<file path="src/core/vcc_map.svh">
/*
 * Register offsets, field positions, command codes and bus response codes of the
 * video control command/status block.
 * Assumes an AXI4-Lite slave with 32-bit data and byte addresses.
 */
// Summary of operation
// - cursor address is 14 bits; upper byte holds six bits, top two unused.
// - primary row-start upper top bits read zero; optionally copied to size attr.
// - secondary upper bit 7 reloads split B, bit 6 split A; both read zero.
// - a set flag stays set until flag-reset command, master reset or reset.
// - idle flag is status bit 5 only, one after master reset; 7:6 zero.
// - frame blank flag, bit 4, sets at first front porch line.
// - line-zero flag, bit 3, sets at line 0 of each active row.
// - split A flag, bit 2, sets when row equals split A value at line 0.
// - ready flag, bit 1, sets when a delayed command ends; master reset clears.
// - split B flag, bit 0, matches split B value, plus one while scrolling.
// - command byte decoded on write; instant commands other than master reset leave idle alone and never set ready.
// - master reset holds syncs low for one cycle, blank high until display-on.
// - master reset clears flags and masks, sets idle, modes off, pointer zero.
// - load-pointer presets pointer from low four bits; only 0 to 14.
// - graphics addressing starts and stops at the next row boundary.
// - line-graphics strobe at blank trailing edge while graphics active.
// - display-off forces blank; bit 2 also floats the display address bus.
// - display-on resumes blank at next field or line; drivers back on.
// - cursor-off holds cursor low; cursor-on restores it.
// - flag-reset clears flags selected by ones in its low five bits.
// - disable/enable interrupt clear/set selected mask bits, same mapping.
// - unmasked event sets masked flag and interrupt; masked event neither.
// - raw status records every event regardless of masks.
`ifndef VCC_MAP_SVH
`define VCC_MAP_SVH

// register byte offsets
`define VCC_A_CMD 8'h00
`define VCC_A_CUR_HI 8'h04
`define VCC_A_CUR_LO 8'h08
`define VCC_A_PRS_HI 8'h0C
`define VCC_A_PRS_LO 8'h10
`define VCC_A_SRS_HI 8'h14
`define VCC_A_SRS_LO 8'h18
`define VCC_A_EV_MASKED 8'h1C
`define VCC_A_EV_RAW 8'h20
`define VCC_A_MODE 8'h24

// fields
`define VCC_B_SPLIT_B_RELOAD 7
`define VCC_B_SPLIT_A_RELOAD 6
`define VCC_B_CMD_N 2
`define VCC_B_CMD_ON 0
`define VCC_B_CMD_GFX 1
`define VCC_B_CMD_DSP 3
`define VCC_B_CMD_CUR 4
`define VCC_PTR_MAX 4'hE

// command code groups, top bits
`define VCC_CMD_MRESET 8'h00
`define VCC_OP4_LOAD_PTR 4'h1
`define VCC_OP3_MODE 3'h1
`define VCC_OP3_FLAG_CLR 3'h2
`define VCC_OP3_INT_EN 3'h3
`define VCC_OP3_INT_DIS 3'h4
`define VCC_OP3_DELAYED 3'h5

// bus answers
`define VCC_RESP_OKAY 2'h0
`define VCC_RESP_SLVERR 2'h2

`endif

</file>
<file path="src/core/vcc_pkg.sv">
/*
 * Types of the video control command/status block.
 * Assumes vcc_map.svh supplies all numeric constants.
 */
package vcc_pkg;

    // whole state of the block, registered as one word
    typedef struct packed {
        logic aw_got;
        logic w_got;
        logic [7:0] waddr;
        logic [7:0] wdata;
        logic wlane0;
        logic bvalid;
        logic [1:0] bresp;
        logic rvalid;
        logic [1:0] rresp;
        logic [31:0] rdata;
        logic [5:0] cur_hi;
        logic [7:0] cur_lo;
        logic [5:0] prs_hi;
        logic [7:0] prs_lo;
        logic [5:0] srs_hi;
        logic [7:0] srs_lo;
        logic split_a_reload;
        logic split_b_reload;
        logic [1:0] row_size;
        logic [4:0] raw;
        logic [4:0] masked;
        logic [4:0] mask;
        logic idle;
        logic [3:0] pointer;
        logic gfx_req;
        logic gfx_active;
        logic cursor_en;
        logic blank_force;
        logic resume_pend;
        logic resume_field;
        logic addr_oe;
        logic lg_strobe;
        logic mr_pulse;
        logic [1:0] mr_count;
        logic por_released;
    } vcc_state_s;

endpackage

</file>
<file path="src/core/vcc_top.sv">
/*
 * Command decoder and event flag logic of a display controller, reached
 * over AXI4-Lite. Timing events arrive as one-cycle pulses from the sync
 * generator running on the same clock; the delayed command engine reports
 * completion on delayed_done.
 */
`include "vcc_map.svh"

module vcc_top
    import vcc_pkg::*;
(
    // clock and reset
    input wire logic aclk,
    input wire logic aresetn,
    // axi4-lite write
    input wire logic [7:0] s_axi_awaddr,
    input wire logic s_axi_awvalid,
    output logic s_axi_awready,
    input wire logic [31:0] s_axi_wdata,
    input wire logic [3:0] s_axi_wstrb,
    input wire logic s_axi_wvalid,
    output logic s_axi_wready,
    output logic [1:0] s_axi_bresp,
    output logic s_axi_bvalid,
    input wire logic s_axi_bready,
    // axi4-lite read
    input wire logic [7:0] s_axi_araddr,
    input wire logic s_axi_arvalid,
    output logic s_axi_arready,
    output logic [31:0] s_axi_rdata,
    output logic [1:0] s_axi_rresp,
    output logic s_axi_rvalid,
    input wire logic s_axi_rready,
    // timing events from the raster generator
    input wire logic frame_blank_flag_start,
    input wire logic row_line0,
    input wire logic [6:0] row_number,
    input wire logic scrolling,
    input wire logic line_start,
    input wire logic field_start,
    input wire logic row_start,
    input wire logic blank_fall,
    input wire logic delayed_done,
    // initialization words
    input wire logic init_word_zero_bit7,
    input wire logic [6:0] split_row_a_value,
    input wire logic [6:0] split_row_b_value,
    // control outputs
    output logic host_interrupt_out,
    output logic blank_force,
    output logic sync_hold_low,
    output logic display_address_oe,
    output logic cursor_enable,
    output logic graphics_active,
    output logic line_graphics_strobe,
    output logic [3:0] init_word_pointer,
    output logic init_word_two_clear,
    output logic [1:0] row_size_attr_field,
    output logic split_a_reload_enable,
    output logic split_b_reload_enable,
    output logic [13:0] cursor_position,
    output logic [13:0] primary_row_start,
    output logic [13:0] secondary_row_start,
    output logic por_released
);

    // register map lookup, used by both read and write paths
    function automatic logic addr_known(input logic [7:0] a);
        case (a)
            `VCC_A_CMD, `VCC_A_CUR_HI, `VCC_A_CUR_LO,
            `VCC_A_PRS_HI, `VCC_A_PRS_LO, `VCC_A_SRS_HI,
            `VCC_A_SRS_LO, `VCC_A_EV_MASKED, `VCC_A_EV_RAW,
            `VCC_A_MODE: addr_known = 1'b1;
            default: addr_known = 1'b0;
        endcase
    endfunction

    // split compare at line zero of a row
    function automatic logic row_hit(input logic [6:0] row,
                                     input logic [6:0] target);
        row_hit = (row == target);
    endfunction

    vcc_state_s st_r;
    vcc_state_s st_nxt;
    logic do_wr;
    logic cmd_fire;
    logic [7:0] cmd;
    logic [4:0] ev;
    logic [4:0] clr;
    logic mr_fire;
    logic [6:0] split_b_target;

    // handshake readiness: one write and one read in flight at a time
    assign s_axi_awready = !st_r.aw_got && !st_r.bvalid;
    assign s_axi_wready = !st_r.w_got && !st_r.bvalid;
    assign s_axi_arready = !st_r.rvalid;

    // write executes once both halves are held
    assign do_wr = st_r.aw_got && st_r.w_got && !st_r.bvalid;
    assign cmd = st_r.wdata;
    assign cmd_fire = do_wr && st_r.wlane0 && st_r.waddr == `VCC_A_CMD;
    assign mr_fire = cmd_fire && cmd == `VCC_CMD_MRESET;

    // scrolling shifts the split B match one row down
    assign split_b_target = scrolling ? 7'(split_row_b_value + 7'h01)
                                      : split_row_b_value;

    // events in flag order {frame_blank_flag, line0, split a, ready, split b}
    assign ev = {frame_blank_flag_start,
                 row_line0,
                 row_line0 && row_hit(row_number, split_row_a_value),
                 delayed_done,
                 row_line0 && row_hit(row_number, split_b_target)};

    // flag-reset selection; master reset clears all
    always_comb begin
        if (mr_fire)
            clr = 5'h1F;
        else if (cmd_fire && cmd[7:5] == `VCC_OP3_FLAG_CLR)
            clr = cmd[4:0];
        else
            clr = 5'h00;
    end

    // next state
    always_comb begin
        st_nxt = st_r;
        st_nxt.mr_pulse = 1'b0;
        st_nxt.lg_strobe = 1'b0;

        // write address and data may arrive in either order
        if (s_axi_awvalid && s_axi_awready) begin
            st_nxt.aw_got = 1'b1;
            st_nxt.waddr = s_axi_awaddr;
        end
        if (s_axi_wvalid && s_axi_wready) begin
            st_nxt.w_got = 1'b1;
            st_nxt.wdata = s_axi_wdata[7:0];
            st_nxt.wlane0 = s_axi_wstrb[0];
        end
        if (st_r.bvalid && s_axi_bready)
            st_nxt.bvalid = 1'b0;
        if (do_wr) begin
            st_nxt.aw_got = 1'b0;
            st_nxt.w_got = 1'b0;
            st_nxt.bvalid = 1'b1;
            st_nxt.bresp = addr_known(st_r.waddr) ? `VCC_RESP_OKAY
                                                  : `VCC_RESP_SLVERR;
        end

        // data registers; only byte lane 0 carries data
        if (do_wr && st_r.wlane0) begin
            case (st_r.waddr)
                `VCC_A_CUR_HI: st_nxt.cur_hi = cmd[5:0];
                `VCC_A_CUR_LO: st_nxt.cur_lo = cmd;
                `VCC_A_PRS_HI: begin
                    st_nxt.prs_hi = cmd[5:0];
                    if (init_word_zero_bit7)
                        st_nxt.row_size = cmd[7:6];
                end
                `VCC_A_PRS_LO: st_nxt.prs_lo = cmd;
                `VCC_A_SRS_HI: begin
                    st_nxt.srs_hi = cmd[5:0];
                    st_nxt.split_b_reload = cmd[`VCC_B_SPLIT_B_RELOAD];
                    st_nxt.split_a_reload = cmd[`VCC_B_SPLIT_A_RELOAD];
                end
                `VCC_A_SRS_LO: st_nxt.srs_lo = cmd;
                default: ;
            endcase
        end

        // command decode, acted on as the write completes
        if (cmd_fire) begin
            if (mr_fire) begin
                st_nxt.mr_pulse = 1'b1;
                st_nxt.mask = 5'h00;
                st_nxt.pointer = 4'h0;
                st_nxt.gfx_req = 1'b0;
                st_nxt.gfx_active = 1'b0;
                st_nxt.cursor_en = 1'b0;
                st_nxt.blank_force = 1'b1;
                st_nxt.resume_pend = 1'b0;
                st_nxt.mr_count = (st_r.mr_count == 2'h0) ? 2'h1 : 2'h2;
            end else begin
                st_nxt.mr_count = 2'h0; // reset pair must be back to back
                case (cmd[7:5])
                    3'h0: begin
                        // values above 14 are ignored
                        if (cmd[4] && cmd[3:0] <= `VCC_PTR_MAX)
                            st_nxt.pointer = cmd[3:0];
                    end
                    `VCC_OP3_MODE: begin
                        // any mix of graphics, display, cursor is allowed
                        if (cmd[`VCC_B_CMD_GFX])
                            st_nxt.gfx_req = cmd[`VCC_B_CMD_ON];
                        if (cmd[`VCC_B_CMD_DSP]) begin
                            if (cmd[`VCC_B_CMD_ON]) begin
                                st_nxt.addr_oe = 1'b1;
                                st_nxt.resume_pend = 1'b1;
                                st_nxt.resume_field = cmd[`VCC_B_CMD_N];
                            end else begin
                                st_nxt.blank_force = 1'b1;
                                st_nxt.resume_pend = 1'b0;
                                if (cmd[`VCC_B_CMD_N])
                                    st_nxt.addr_oe = 1'b0;
                            end
                        end
                        if (cmd[`VCC_B_CMD_CUR])
                            st_nxt.cursor_en = cmd[`VCC_B_CMD_ON];
                    end
                    `VCC_OP3_INT_EN:
                        st_nxt.mask = st_r.mask | cmd[4:0];
                    `VCC_OP3_INT_DIS: st_nxt.mask = st_r.mask & ~cmd[4:0];
                    `VCC_OP3_DELAYED: st_nxt.idle = 1'b0;
                    default: ;
                endcase
            end
        end
        if (st_r.mr_count == 2'h2)
            st_nxt.por_released = 1'b1;

        // sticky flags, a new event wins over a clear in the same cycle
        st_nxt.raw = (st_r.raw & ~clr) | ev;
        st_nxt.masked = (st_r.masked & ~clr)
                        | (ev & st_nxt.mask);
        if (mr_fire)
            st_nxt.idle = 1'b1;
        if (delayed_done)
            st_nxt.idle = 1'b1;

        // graphics addressing switches on row boundaries; master reset stops it at once
        if (row_start)
            st_nxt.gfx_active = st_nxt.gfx_req;
        st_nxt.lg_strobe = st_r.gfx_active && blank_fall;

        // blanking released at the chosen boundary
        if (st_r.resume_pend &&
                (st_r.resume_field ? field_start : line_start)) begin
            st_nxt.resume_pend = 1'b0;
            st_nxt.blank_force = 1'b0;
        end

        // read path, data from a register
        if (st_r.rvalid && s_axi_rready)
            st_nxt.rvalid = 1'b0;
        if (s_axi_arvalid && s_axi_arready) begin
            st_nxt.rvalid = 1'b1;
            st_nxt.rresp = addr_known(s_axi_araddr) ? `VCC_RESP_OKAY
                                                    : `VCC_RESP_SLVERR;
            case (s_axi_araddr)
                `VCC_A_CUR_HI: st_nxt.rdata = {26'h0, st_r.cur_hi};
                `VCC_A_CUR_LO: st_nxt.rdata = {24'h0, st_r.cur_lo};
                `VCC_A_PRS_HI: st_nxt.rdata = {26'h0, st_r.prs_hi};
                `VCC_A_PRS_LO: st_nxt.rdata = {24'h0, st_r.prs_lo};
                // reload bits are write only
                `VCC_A_SRS_HI:
                    st_nxt.rdata = {26'h0, st_r.srs_hi};
                `VCC_A_SRS_LO: st_nxt.rdata = {24'h0, st_r.srs_lo};
                `VCC_A_EV_MASKED: st_nxt.rdata = {27'h0, st_r.masked};
                `VCC_A_EV_RAW:
                    st_nxt.rdata = {26'h0, st_r.idle, st_r.raw};
                `VCC_A_MODE:
                    st_nxt.rdata = {17'h0, st_r.mask, st_r.pointer,
                                    st_r.gfx_req, st_r.gfx_active,
                                    st_r.cursor_en, st_r.blank_force,
                                    st_r.addr_oe, st_r.por_released};
                default: st_nxt.rdata = 32'h0;
            endcase
        end

        // synchronous reset: power-up state
        if (!aresetn) begin
            st_nxt = '0;
            st_nxt.idle = 1'b1;
            st_nxt.blank_force = 1'b1;
            st_nxt.addr_oe = 1'b1;
        end
    end

    // state register
    always_ff @(posedge aclk) begin
        st_r <= st_nxt;
    end

    // outputs, all from the state word
    assign s_axi_bvalid = st_r.bvalid;
    assign s_axi_bresp = st_r.bresp;
    assign s_axi_rvalid = st_r.rvalid;
    assign s_axi_rresp = st_r.rresp;
    assign s_axi_rdata = st_r.rdata;
    assign host_interrupt_out = |st_r.masked;
    assign blank_force = st_r.blank_force;
    // syncs held low while reset runs or before the power-on release
    assign sync_hold_low = st_r.mr_pulse || !st_r.por_released;
    assign display_address_oe = st_r.addr_oe;
    assign cursor_enable = st_r.cursor_en;
    assign graphics_active = st_r.gfx_active;
    assign line_graphics_strobe = st_r.lg_strobe;
    assign init_word_pointer = st_r.pointer;
    assign init_word_two_clear = st_r.mr_pulse;
    assign row_size_attr_field = st_r.row_size;
    assign split_a_reload_enable = st_r.split_a_reload;
    assign split_b_reload_enable = st_r.split_b_reload;
    assign cursor_position = {st_r.cur_hi, st_r.cur_lo};
    assign primary_row_start = {st_r.prs_hi, st_r.prs_lo};
    assign secondary_row_start = {st_r.srs_hi, st_r.srs_lo};
    assign por_released = st_r.por_released;
endmodule

</file>
<file path="config.mk">
export PLATFORM = sky130hd
export DESIGN_NAME = vcc_top
export DESIGN_NICKNAME = d
export VERILOG_FILES = /design/src/core/vcc_pkg.sv /design/src/core/vcc_top.sv
export VERILOG_INCLUDE_DIRS = /design/src /design/src/core
export SDC_FILE = /design/constraint.sdc
export NUM_CORES = 1
export LEC_CHECK = 0
export ABC_AREA = 1
export BUFFER_PORTS_ARGS = -buffer_cell sky130_fd_sc_hd__buf_2
export CAP_MARGIN = 20
export CORE_MARGIN = 5
export CORE_UTILIZATION = 40
export DETAILED_ROUTE_END_ITERATION = 8
export GPL_TIMING_DRIVEN = 0
export PLACE_DENSITY = 0.68
export SLEW_MARGIN = 20
export SYNTH_ARGS = -nofsm -noshare
export SYNTH_HDL_FRONTEND = slang
export SYNTH_SLANG_ARGS = --single-unit
</file>
<file path="constraint.sdc">
create_clock -name aclk -period 1.69 [get_ports aclk]
set_input_delay 0.338 -clock aclk [delete_from_list [all_inputs] [get_ports aclk]]
set_output_delay 0.338 -clock aclk [all_outputs]
set_load 0.02 [all_outputs]
</file>
==> impl_summary.log, run 1 <==
[metrics] share of the synthesized area in the top cell type: 0.377
[metrics] Leak: 3.95 nW
[metrics] Root Buffer: sky130_fd_sc_hd__clkbuf_16
[metrics] post-route ant nets: 0
[metrics] Relative slew margins: 0.383
[metrics] Setup Slack @ Placement: -0.220 ns
[metrics] critical path data required time: 2.01 ns
[metrics] cell depth of the worst min-delay path: 3
[metrics] cell area after technology mapping: 6170 sq um
[metrics] effective utilization at floorplan: 0.407
[metrics] area taken by multi-input logic gates: 2850 sq um
[metrics] synthesis-stage register bit count: 116
[metrics] clock insertion delay at the later pin of the skew report: 0.42 ns
[metrics] PD cells: 893 nW/um^2
[metrics] launching element type of the critical path: flip-flop
[metrics] die boundary width: 134 um
[metrics] Arr. time, crit path: 1.99 ns
[metrics] weighted congestion reported at the end of routability-driven placement: 0.932
[metrics] share of post-route cells with drive strength above 1: 0.308
[metrics] total I/O pin count: 189
[metrics] RSZ-0062 raised after global routing: true
[metrics] per-cell via count in the routed design: 4.97
[metrics] Final Hold Viols: 0
[metrics] clock tree from TritonCTS: yes
[metrics] result of the run: complete, no violations
[metrics] hold crit path type: input port to flip-flop
[metrics] wire length of the first global-routing pass: 29,800 um
[metrics] depth of the CTS H-tree: 4
[metrics] ranking of synthesized cells by area: sky130_fd_sc_hd__dfxtp_1 (38%), sky130_fd_sc_hd__buf_4 (11%), sky130_fd_sc_hd__nand2_1 (8.9%)
[metrics] clock transition time at the flip-flop clock pins of the worst setup and hold paths: 0.05 ns
[metrics] post-layout minimum cycle time: 1.67 ns
[metrics] library cell occupying the most area in the post-synthesis netlist: sky130_fd_sc_hd__dfxtp_1
[metrics] final-report max-slew violation count: 0
[metrics] port bufs: 141
[metrics] source of the critical timing path: st_r[132]$_SDFFE_PN0P_
[metrics] per-instance average area after synthesis: 7.10 sq um
[metrics] Setup crit end kind: flip-flop
[metrics] floorplan row count: 45
[metrics] net count reported at finish: 1,150
[metrics] die area: 18,000 sq um
[metrics] Maximum Capacitance Violations: 0
[metrics] vias post-DR: 6,268
[metrics] DRC violations left: 0
[metrics] maximum number of pins on one net before global-route repair: 17
[metrics] final setup slack of the worst path: 0.0248 ns
[metrics] fmax: 0.601 GHz
[metrics] Cell Count, Final, Fillers Out: 1,261
[metrics] Filler Cells Inserted: 1,539
[metrics] worst ir drop on vdd: 0.667 mV
[metrics] largest clock skew in the final design: 0.0101 ns
[metrics] FF-to-FF setup slack: 0.02 ns
[metrics] standard cell core area: 15,100 sq um
[metrics] DR WL/cell: 15.0 um
[metrics] Sink Count: 116
[metrics] vias in the first global route: 5,831
[metrics] capture point of the critical path: graphics_active$_SDFFE_PN0P_
[metrics] area taken by flip-flops and latches: 2330 sq um
[metrics] number of diodes added for antenna fixing: 0
[metrics] Layout Cell Area excl Fill: 7940 sq um
[metrics] number of DRC markers after the initial detailed-route iteration: 636
[metrics] transition time of the tightest slew-check pin: 0.918 ns
[metrics] launch instance of the worst register-to-register path: st_r[132]$_SDFFE_PN0P_
[metrics] grt ovf: 0
[metrics] Cell Area, Placed: 7170 sq um
[metrics] cell count of the worst reg-to-reg path: 12
[metrics] Final Setup Violations: 0
[metrics] detailed-routing iteration count for the pre-antenna-repair pass: 6
[metrics] clock tree buffer depth: 2
[metrics] placed wire-length estimate after detailed placement: 14,400 um
[metrics] Area Growth Syn to Fin: 28.8%
[metrics] Setup CP Type: flip-flop to flip-flop
[metrics] chip height: 134 um
[metrics] hold bufs inserted after CTS: 0
[metrics] number of placed instances, taps included: 1,216
[metrics] final worst path period share: 0.985
[metrics] number of standard cells after synthesis: 869
[metrics] number of antenna violations at the first check in global routing: 1
[metrics] total clock buffers created by CTS: 17
[metrics] number of distinct library cells after synthesis: 41
[metrics] worst reg2reg path endpoint: graphics_active$_SDFFE_PN0P_
[metrics] Worst Path Max Fanout: 6
[metrics] sequential cell area fraction in the yosys report: 0.377
[metrics] count of synthesis-stage warnings from yosys: 0
[metrics] overall track demand over capacity in global routing: 0.210
[metrics] wire length reported by the detailed router: 19,000 um
## how the worst min path moves through the flow
stage,start,to,slack [ns]
final,delayed_done,st_r[23]$_SDFF_PN0_,0.13
after global routing,delayed_done,st_r[23]$_SDFF_PN0_,0.14
after detailed placement,st_r[132]$_SDFFE_PN0P_,st_r[132]$_SDFFE_PN0P_,0.45
after global placement,st_r[132]$_SDFFE_PN0P_,st_r[132]$_SDFFE_PN0P_,0.44
after CTS,delayed_done,st_r[23]$_SDFF_PN0_,0.12
after floorplan,st_r[132]$_SDFFE_PN0P_,st_r[132]$_SDFFE_PN0P_,0.43
## cell usage in the layout, fill, tap and decap left out, types with 66 or more instances in the layout
cell type / netlist / layout
sky130_fd_sc_hd__nor2_1: 93 / 92
sky130_fd_sc_hd__nand3_1: 95 / 93
sky130_fd_sc_hd__o21ai_0: 66 / 66
sky130_fd_sc_hd__a21oi_1: 80 / 80
sky130_fd_sc_hd__nand2_1: 146 / 144
sky130_fd_sc_hd__dfxtp_1: 116 / 111
sky130_fd_sc_hd__buf_4: 87 / 97
sky130_fd_sc_hd__buf_2: 10 / 152
sky130_fd_sc_hd__inv_1: 69 / 66
## cell usage after synthesis (all sizes together)
| cell | count |
|---|---|
| o21bai | 1 |
| a31oi | 1 |
| buf | 101 |
| a211oi | 15 |
| conb | 1 |
| nand3b | 1 |
| nand3 | 96 |
| nand2 | 148 |
| nand4 | 10 |
| o21ai | 67 |
| nor3 | 8 |
| clkbuf | 19 |
| clkinv | 3 |
| inv | 75 |
| or2 | 1 |
| xor2 | 7 |
| o211ai | 3 |
| ha | 1 |
| nor4 | 2 |
| dfxtp | 116 |
| xnor2 | 4 |
| a21oi | 82 |
| and3 | 1 |
| and2 | 1 |
| nor2 | 104 |
| o21a | 1 |
## stage by stage
step | util | hold WS (ns) | TNS, ns | power [mW]
after CTS | 0.514 | 0.117 | 0 | 7.06
after detailed placement | 0.474 | 0.448 | -3.96 | 3.66
after floorplan | - | 0.429 | 0 | 3.40
after global routing | 0.524 | 0.142 | -0.630 | 7.35
final | 0.524 | 0.129 | 0 | 7.09
after global placement | 0.474 | 0.440 | -3.03 | 3.65
## layout make-up
| cell class | instances | area share |
|---|---|---|
| Multi-Input combinational cell | 573 | 0.359 |
| Sequential cell | 116 | 0.293 |
| Buffer | 120 | 0.104 |
| Timing Repair Buffer | 154 | 0.103 |
| Clock buffer | 30 | 0.0711 |
| Inverter | 78 | 0.0389 |
| Tap cell | 188 | 0.0296 |
| Clock inverter | 2 | 0.00126 |
## critical path, stage by stage, from the launching register on
cell and delay, ns:
sky130_fd_sc_hd__dfxtp_1 0.30, sky130_fd_sc_hd__inv_2 0.08, sky130_fd_sc_hd__nand2_4 0.06, sky130_fd_sc_hd__nor3_4 0.24, sky130_fd_sc_hd__nand3_4 0.21, sky130_fd_sc_hd__inv_4 0.14, sky130_fd_sc_hd__nand2_2 0.15, sky130_fd_sc_hd__nand2_4 0.12
sky130_fd_sc_hd__inv_2 0.07, sky130_fd_sc_hd__nand2_1 0.05, sky130_fd_sc_hd__nand2_1 0.05, sky130_fd_sc_hd__nand2_1 0.05, sky130_fd_sc_hd__inv_1 0.04
## kinds of logic after synthesis
logic type | synth area share
adders and majority gates | 0.00203
xor gates and xnor gates | 0.0156
other | 0.000608
and+or+nand+nor | 0.276
buffers and inverters | 0.180
DFF | 0.377
AOI/OAI and AO/OA | 0.149
## power breakdown
part           internal, mW  total (mW)  switching, mW
logic                 0.263       0.798          0.535
registers              2.80        2.87         0.0661
clock network          2.22        3.42           1.20
total                  5.29        7.09           1.80
## sequential cells by signal, indices dropped and copies added (netlist names)
name / count
blank_force: 1
cmd: 8
cursor_enable: 1
cursor_position: 14
display_address_oe: 1
graphics_active: 1
init_word_pointer: 4
init_word_two_clear: 1
line_graphics_strobe: 1
por_released: 1
primary_row_start: 14
row_size_attr_field: 2
s_axi_bresp: 1
s_axi_bvalid: 1
s_axi_rdata: 15
s_axi_rresp: 1
s_axi_rvalid: 1
secondary_row_start: 14
split_a_reload_enable: 1
split_b_reload_enable: 1
st_r: 32
## metal layers
metal  routed length [um]  track usage  vias up
met5                   13            0        -
met4                  396       0.0701        2
met3                 1730       0.0600       41
met2                 8660        0.340      276
met1                 8160        0.271     2801
li1                     -            -     3148
## repair_timing
action                                  in CTS  in global routing
pin swaps                                    1                  9
buffers inserted                             3                  9
hold endpoints to repair                     0                  0
resized for setup                            4                 30
gates cloned                                 0                  1
endpoints found under the setup margin       4                 44
Note: power is estimated with default switching activity, not from simulation.
==> run 2: changes to the inputs <==
==> constraint.sdc (replaced) <==
create_clock -name aclk -period 1.69 [get_ports aclk]
set_input_delay 0 -clock aclk [delete_from_list [all_inputs] [get_ports aclk]]
set_output_delay 0 -clock aclk [all_outputs]
set_load 0.02 [all_outputs]
==> run 2 against run 1 <==
Core utilization up 2.1 points. Worst setup slack better by 0.018 ns. Global-route usage increased by 0.16 points. Critical path depth is 2 lower. Clock power barely moved. Largest cell class unchanged. Critical endpoint is now st_r[24]$_SDFF_PN0_. Cell area up 4.0%. Sequential share of layout area down 1.2 points. Final cell count rose by 2.5%. Routed wire length grew 0.72%. Non-clock buffer count rose by 31. Die area unchanged. First-iteration DRC count rose by 0.94%.
==> impl_summary.log, run 2 (synthesis results as in run 1) <==
[metrics] total I/O pin count: 189
[metrics] detailed-routing iteration count for the pre-antenna-repair pass: 5
[metrics] Worst Path Max Fanout: 6
[metrics] capture point of the critical path: st_r[24]$_SDFF_PN0_
[metrics] launching element type of the critical path: flip-flop
[metrics] clock transition time at the flip-flop clock pins of the worst setup and hold paths: 0.06 ns
[metrics] fmax: 0.607 GHz
[metrics] crit path buf inv count: 2
[metrics] cell mode on critical path: sky130_fd_sc_hd__nand2_1
[metrics] result of the run: complete, no violations
[metrics] Worst path max stage delay: 0.30 ns
[metrics] clock tree buffer depth: 2
[metrics] final setup slack of the worst path: 0.0427 ns
[metrics] Leak: 4.09 nW
[metrics] largest clock skew in the final design: 0.0119 ns
[metrics] Setup CP Type: flip-flop to flip-flop
[metrics] final-report max-slew violation count: 0
[metrics] FF-to-FF setup slack: 0.04 ns
[metrics] standard cell core area: 15,100 sq um
[metrics] die boundary width: 134 um
[metrics] commonest cells after routing, fill and taps aside: sky130_fd_sc_hd__buf_2 (151), sky130_fd_sc_hd__nand2_1 (145), sky130_fd_sc_hd__dfxtp_1 (113)
[metrics] total clock buffers created by CTS: 17
[metrics] chain of cells forming the critical path: inv_2 -> nand2_4 -> nor3_4 -> nand3_4 -> buf_4 -> nor2_4 -> nand2_1 -> nand2_1 -> nand2_1 -> o21ai_1
[metrics] net count reported at finish: 1,181
[metrics] placed wire-length estimate after detailed placement: 14,400 um
[metrics] chip height: 134 um
[metrics] Maximum Capacitance Violations: 0
[metrics] Sink Count: 116
[metrics] number of antenna violations at the first check in global routing: 0
[metrics] final worst path period share: 0.975
[metrics] vias post-DR: 6,373
[metrics] most flop-heavy register: st_r
[metrics] PD cells: 868 nW/um^2
[metrics] cell count of the worst reg-to-reg path: 10
[metrics] critical path data required time: 2.05 ns
[metrics] transition time of the tightest slew-check pin: 0.875 ns
[metrics] Setup Slack @ Placement: -0.00464 ns
[metrics] final core area utilization: 0.545
[metrics] Setup Total Neg Slack: 0 ns
[metrics] effective utilization at floorplan: 0.407
[metrics] weighted congestion reported at the end of routability-driven placement: 0.932
[metrics] overall track demand over capacity in global routing: 0.212
[metrics] Final Setup Violations: 0
[metrics] floorplan row count: 45
[metrics] die area: 18,000 sq um
[metrics] worst reg2reg path endpoint: st_r[24]$_SDFF_PN0_
[metrics] share of post-route cells with drive strength above 1: 0.302
[metrics] flip-flop count of the largest register after layout: 32
[metrics] number of DRC markers after the initial detailed-route iteration: 642
[metrics] number of diodes added for antenna fixing: 0
[metrics] depth of the CTS H-tree: 4
[metrics] Arr. time, crit path: 2.00 ns
[metrics] launch instance of the worst register-to-register path: st_r[132]$_SDFFE_PN0P_
[metrics] post-route ant nets: 0
[metrics] vias in the first global route: 5,948
[metrics] per-cell via count in the routed design: 4.93
[metrics] clock tree from TritonCTS: yes
[metrics] RSZ-0062 raised after global routing: true
[metrics] worst-path cell with the longest stage delay: sky130_fd_sc_hd__dfxtp_1
[metrics] source of the critical timing path: st_r[132]$_SDFFE_PN0P_
[metrics] kind of cell with the highest combined delay on the critical path: simple AND/OR/NAND/NOR gates
[metrics] Post-Route Hold Slack: 0.0180 ns
[metrics] wire length of the first global-routing pass: 30,100 um
[metrics] worst ir drop on vdd: 0.650 mV
[metrics] most common library cell in the layout ignoring fill and taps: sky130_fd_sc_hd__buf_2
[metrics] Setup crit end kind: flip-flop
[metrics] hold crit path type: input port to flip-flop
[metrics] Area Growth Syn to Fin: 33.9%
[metrics] Stages on worst setup path: 10
[metrics] DR WL/cell: 14.8 um
[metrics] Relative slew margins: 0.412
[metrics] post-layout minimum cycle time: 1.65 ns
[metrics] DRC violations left: 0
[metrics] clock insertion delay at the later pin of the skew report: 0.42 ns
[metrics] wire length reported by the detailed router: 19,100 um
[metrics] Root Buffer: sky130_fd_sc_hd__clkbuf_16
[metrics] Final Hold Viols: 0
[metrics] maximum number of pins on one net before global-route repair: 17
[metrics] port bufs: 141
[metrics] grt ovf: 0
## run 2: cell types whose count changed in the layout (fill, tap and decap cells not counted), sizes merged
cell / change
dlygate4sd3: +27
buf: +5
clkinv: +2
inv: -2
clkbuf: -1
## run 2: tightest hold or removal path: stages
cell	delay [ns]
sky130_fd_sc_hd__buf_2	0.07
sky130_fd_sc_hd__nand2_1	0.10
sky130_fd_sc_hd__o21ai_0	0.16
sky130_fd_sc_hd__a21oi_1	0.05
## run 2: cell type report
type / count / area (sq um)
fillers: 1501 / 6890
multi-input cells: 573 / 2870
flip-flops and latches: 116 / 2330
repair buffers: 186 / 1120
plain buffers: 119 / 820
clock buffers: 30 / 564
inverters: 78 / 314
well taps: 188 / 235
clock inverters: 2 / 10.0
## run 2: power breakdown
group / internal, mW / switching [mW] / total (mW) / leakage, nW
clock network: 2.22 / 1.21 / 3.43 / 0.287
logic: 0.320 / 0.552 / 0.872 / 2.86
registers: 2.80 / 0.0695 / 2.87 / 0.942
total: 5.34 / 1.83 / 7.17 / 4.09
## run 2: worst min-delay path by stage
stage | start | to | slack [ns] | cells after the start
after floorplan | delayed_done | st_r[23]$_SDFF_PN0_ | 0.10 | 2
after global placement | delayed_done | st_r[23]$_SDFF_PN0_ | 0.21 | 3
after detailed placement | delayed_done | st_r[23]$_SDFF_PN0_ | 0.22 | 3
after CTS | s_axi_awvalid | st_r[130]$_SDFFE_PN0P_ | 0.01 | 4
after global routing | s_axi_awvalid | st_r[130]$_SDFFE_PN0P_ | 0.04 | 4
final | s_axi_awvalid | st_r[130]$_SDFFE_PN0P_ | 0.02 | 4
## run 2: what timing repair did
| item | 4_1_cts | 5_1_grt |
|---|---|---|
| pin swaps | 1 | 7 |
| buffers inserted | 3 | 15 |
| cloned | 0 | 0 |
| hold buffers | 27 | 0 |
| endpoints found under the setup margin | 3 | 44 |
| hold endpoints to repair | 33 | 0 |
| gates resized for setup | 3 | 31 |
## run 2: metal layers
| metal | GRT usage | vias to the layer above | routed length (um) |
|---|---|---|---|
| li1 | - | 3202 | - |
| met1 | 0.273 | 2873 | 8400 |
| met2 | 0.348 | 271 | 8980 |
| met3 | 0.0540 | 27 | 1460 |
| met4 | 0.0701 | 0 | 252 |
| met5 | 0 | - | 0 |
## run 2: through the flow
step	cell area, sq um	total power [mW]	cells
finish	8260	7.17	1292
global route	8260	7.43	1292
CTS	8060	7.11	1278
detailed placement	7170	3.66	1216
global placement	7170	3.65	1216
floorplan	6230	3.40	887
==> run 3: changes to the inputs <==
--- a/config.mk
+++ b/config.mk
@@ -14,6 +14,7 @@
 export DETAILED_ROUTE_END_ITERATION = 8
 export GPL_TIMING_DRIVEN = 0
 export PLACE_DENSITY = 0.68
+export SETUP_SLACK_MARGIN = 0.05
 export SLEW_MARGIN = 20
 export SYNTH_ARGS = -nofsm -noshare
 export SYNTH_HDL_FRONTEND = slang
==> run 3 against run 2 <==
Total power about the same. Clock skew fell by 0.0020 ns. Via count is 0.44% higher. First-iteration DRC count decreased by 6.7%. Worst setup slack worse by 0.016 ns. Sequential power about the same. Worst hold slack lost 0.0041 ns. Critical path depth decreased by 1. Sequential share of layout area is essentially flat. Clock power about the same. Final cell count down 0.15%. Fmax decreased by 0.98%.
==> impl_summary.log, run 3 (synthesis results as in run 1) <==
[metrics] final worst path period share: 0.984
[metrics] launch instance of the worst register-to-register path: st_r[132]$_SDFFE_PN0P_
[metrics] launch point of the worst hold path: s_axi_awvalid
[metrics] PD cells: 866 nW/um^2
[metrics] weighted congestion reported at the end of routability-driven placement: 0.932
[metrics] source of the critical timing path: st_r[132]$_SDFFE_PN0P_
[metrics] hold crit path type: input port to flip-flop
[metrics] number of antenna violations at the first check in global routing: 0
[metrics] commonest cells after routing, fill and taps aside: sky130_fd_sc_hd__buf_2 (150), sky130_fd_sc_hd__nand2_1 (144), sky130_fd_sc_hd__dfxtp_1 (110)
[metrics] maximum number of pins on one net before global-route repair: 17
[metrics] fmax: 0.601 GHz
[metrics] Worst Path Max Fanout: 8
[metrics] depth of the CTS H-tree: 4
[metrics] worst ir drop on vdd: 0.668 mV
[metrics] overall track demand over capacity in global routing: 0.213
[metrics] most common library cell in the layout ignoring fill and taps: sky130_fd_sc_hd__buf_2
[metrics] number of placed instances, taps included: 1,216
[metrics] port bufs: 141
[metrics] wire length reported by the detailed router: 19,200 um
[metrics] cell count of the worst reg-to-reg path: 9
[metrics] Maximum Capacitance Violations: 0
[metrics] crit path buf inv count: 2
[metrics] die area: 18,000 sq um
[metrics] post-layout minimum cycle time: 1.66 ns
[metrics] vias post-DR: 6,401
[metrics] Leak: 4.08 nW
[metrics] Layout Cell Area excl Fill: 8270 sq um
[metrics] most flop-heavy register: st_r
[metrics] net count reported at finish: 1,179
[metrics] Relative slew margins: 0.531
[metrics] number of DRC markers after the initial detailed-route iteration: 599
[metrics] RSZ-0062 raised after global routing: true
[metrics] die boundary width: 134 um
[metrics] worst-path cell with the longest stage delay: sky130_fd_sc_hd__dfxtp_1
[metrics] Root Buffer: sky130_fd_sc_hd__clkbuf_16
[metrics] clock transition time at the flip-flop clock pins of the worst setup and hold paths: 0.05 ns
[metrics] chip height: 134 um
[metrics] vias in the first global route: 5,983
[metrics] effective utilization at floorplan: 0.407
[metrics] chain of cells forming the critical path: inv_2 -> nand2_4 -> nor3_4 -> nand3_4 -> buf_12 -> a21oi_4 -> nand3_1 -> nand2_1 -> nor2_1
[metrics] result of the run: complete, no violations
[metrics] Arr. time, crit path: 1.97 ns
[metrics] clock tree buffer depth: 2
[metrics] largest clock skew in the final design: 0.00987 ns
[metrics] Area Growth Syn to Fin: 34.1%
[metrics] post-route ant nets: 0
[metrics] DRC violations left: 0
[metrics] standard cell core area: 15,100 sq um
[metrics] per-cell via count in the routed design: 4.96
[metrics] number of diodes added for antenna fixing: 0
[metrics] launching element type of the critical path: flip-flop
[metrics] detailed-routing iteration count for the pre-antenna-repair pass: 6
[metrics] total clock buffers created by CTS: 17
[metrics] flip-flop count of the largest register after layout: 32
[metrics] Sink Count: 116
[metrics] FF-to-FF setup slack: 0.03 ns
[metrics] kind of cell with the highest combined delay on the critical path: simple AND/OR/NAND/NOR gates
[metrics] wire length of the first global-routing pass: 30,300 um
[metrics] share of post-route cells with drive strength above 1: 0.308
[metrics] end point of the most critical hold path: st_r[130]$_SDFFE_PN0P_
[metrics] Worst path max stage delay: 0.30 ns
[metrics] Cell Area, Placed: 7170 sq um
[metrics] Final Hold Viols: 0
[metrics] transition time of the tightest slew-check pin: 0.703 ns
[metrics] clock insertion delay at the later pin of the skew report: 0.42 ns
[metrics] final setup slack of the worst path: 0.0264 ns
[metrics] Setup Slack @ Placement: -0.00464 ns
[metrics] placed wire-length estimate after detailed placement: 14,400 um
[metrics] clock tree from TritonCTS: yes
[metrics] final-report max-slew violation count: 0
[metrics] critical path data required time: 2.00 ns
[metrics] floorplan row count: 45
[metrics] Setup crit end kind: flip-flop
[metrics] grt ovf: 0
[metrics] Cell Count, Final, Fillers Out: 1,290
[metrics] Setup Total Neg Slack: 0 ns
[metrics] cell depth of the worst min-delay path: 4
[metrics] worst reg2reg path endpoint: init_word_pointer[2]$_SDFFE_PN0P_
[metrics] Final Setup Violations: 0
[metrics] Setup CP Type: flip-flop to flip-flop
[metrics] DR WL/cell: 14.9 um
[metrics] total I/O pin count: 189
[run 3: changes by cell type in the layout (fill, tap and decap cells not counted), sizes merged]
cell    previous run  this run
buf              260       256
clkbuf            48        50
clkinv             7         6
inv               72        73
[run 3: power breakdown]
group	total (mW)	internal (mW)	switching (mW)	leakage [nW]
registers	2.87	2.80	0.0713	0.943
logic	0.864	0.313	0.552	2.85
clock network	3.43	2.22	1.21	0.287
[run 3: how the worst max path moves through the flow]
| stage | end | slack (ns) | cells after the start |
|---|---|---|---|
| 3_3_place_gp | graphics_active$_SDFFE_PN0P_ | -0.004 | 11 |
| 2_1_floorplan | cmd[6]$_SDFFE_PN0P_ | 0.15 | 5 |
| 6_report | init_word_pointer[2]$_SDFFE_PN0P_ | 0.03 | 9 |
| 5_1_grt | init_word_pointer[2]$_SDFFE_PN0P_ | -0.05 | 9 |
| 3_5_place_dp | graphics_active$_SDFFE_PN0P_ | -0.005 | 11 |
| 4_1_cts | graphics_active$_SDFFE_PN0P_ | 0.05 | 9 |
[run 3: layout make-up]
| type | count | area (sq um) |
|---|---|---|
| clock buffer | 30 | 564 |
| multi-input combinational | 573 | 2890 |
| tap | 188 | 235 |
| buffer | 120 | 831 |
| inverter | 78 | 312 |
| sequential | 116 | 2330 |
| timing repair buffer | 183 | 1100 |
| fill | 1498 | 6880 |
| clock inverter | 2 | 10.0 |
[run 3: metal layers]
| layer | GRT usage | vias to the layer above | share of wire |
|---|---|---|---|
| met1 | 0.273 | 2879 | 0.44 |
| met5 | 0 | - | 0 |
| met2 | 0.350 | 292 | 0.47 |
| met4 | 0.0690 | 0 | 0.016 |
| met3 | 0.0551 | 24 | 0.082 |
| li1 | - | 3206 | - |
[run 3: what timing repair did]
action,in CTS,in global routing
setup buffers,7,8
endpoints found under the setup margin,13,63
hold buffers,27,0
pin swaps,3,9
hold endpoints to repair,33,0
cloned,0,0
gates resized for setup,7,46
[run 3: metrics by stage]
stage / hold slack [ns] / total power, mW / util
detailed placement: 0.216 / 3.66 / 0.474
floorplan: 0.103 / 3.40 / -
CTS: 0.0124 / 7.12 / 0.535
global route: 0.0406 / 7.42 / 0.546
finish: 0.0138 / 7.16 / 0.546
global placement: 0.211 / 3.65 / 0.474
[run 3: worst min-delay path, cell delays in order]
cell and delay (ns):
sky130_fd_sc_hd__buf_2 0.07, sky130_fd_sc_hd__nand2_1 0.10, sky130_fd_sc_hd__o21ai_0 0.16, sky130_fd_sc_hd__a21oi_1 0.05
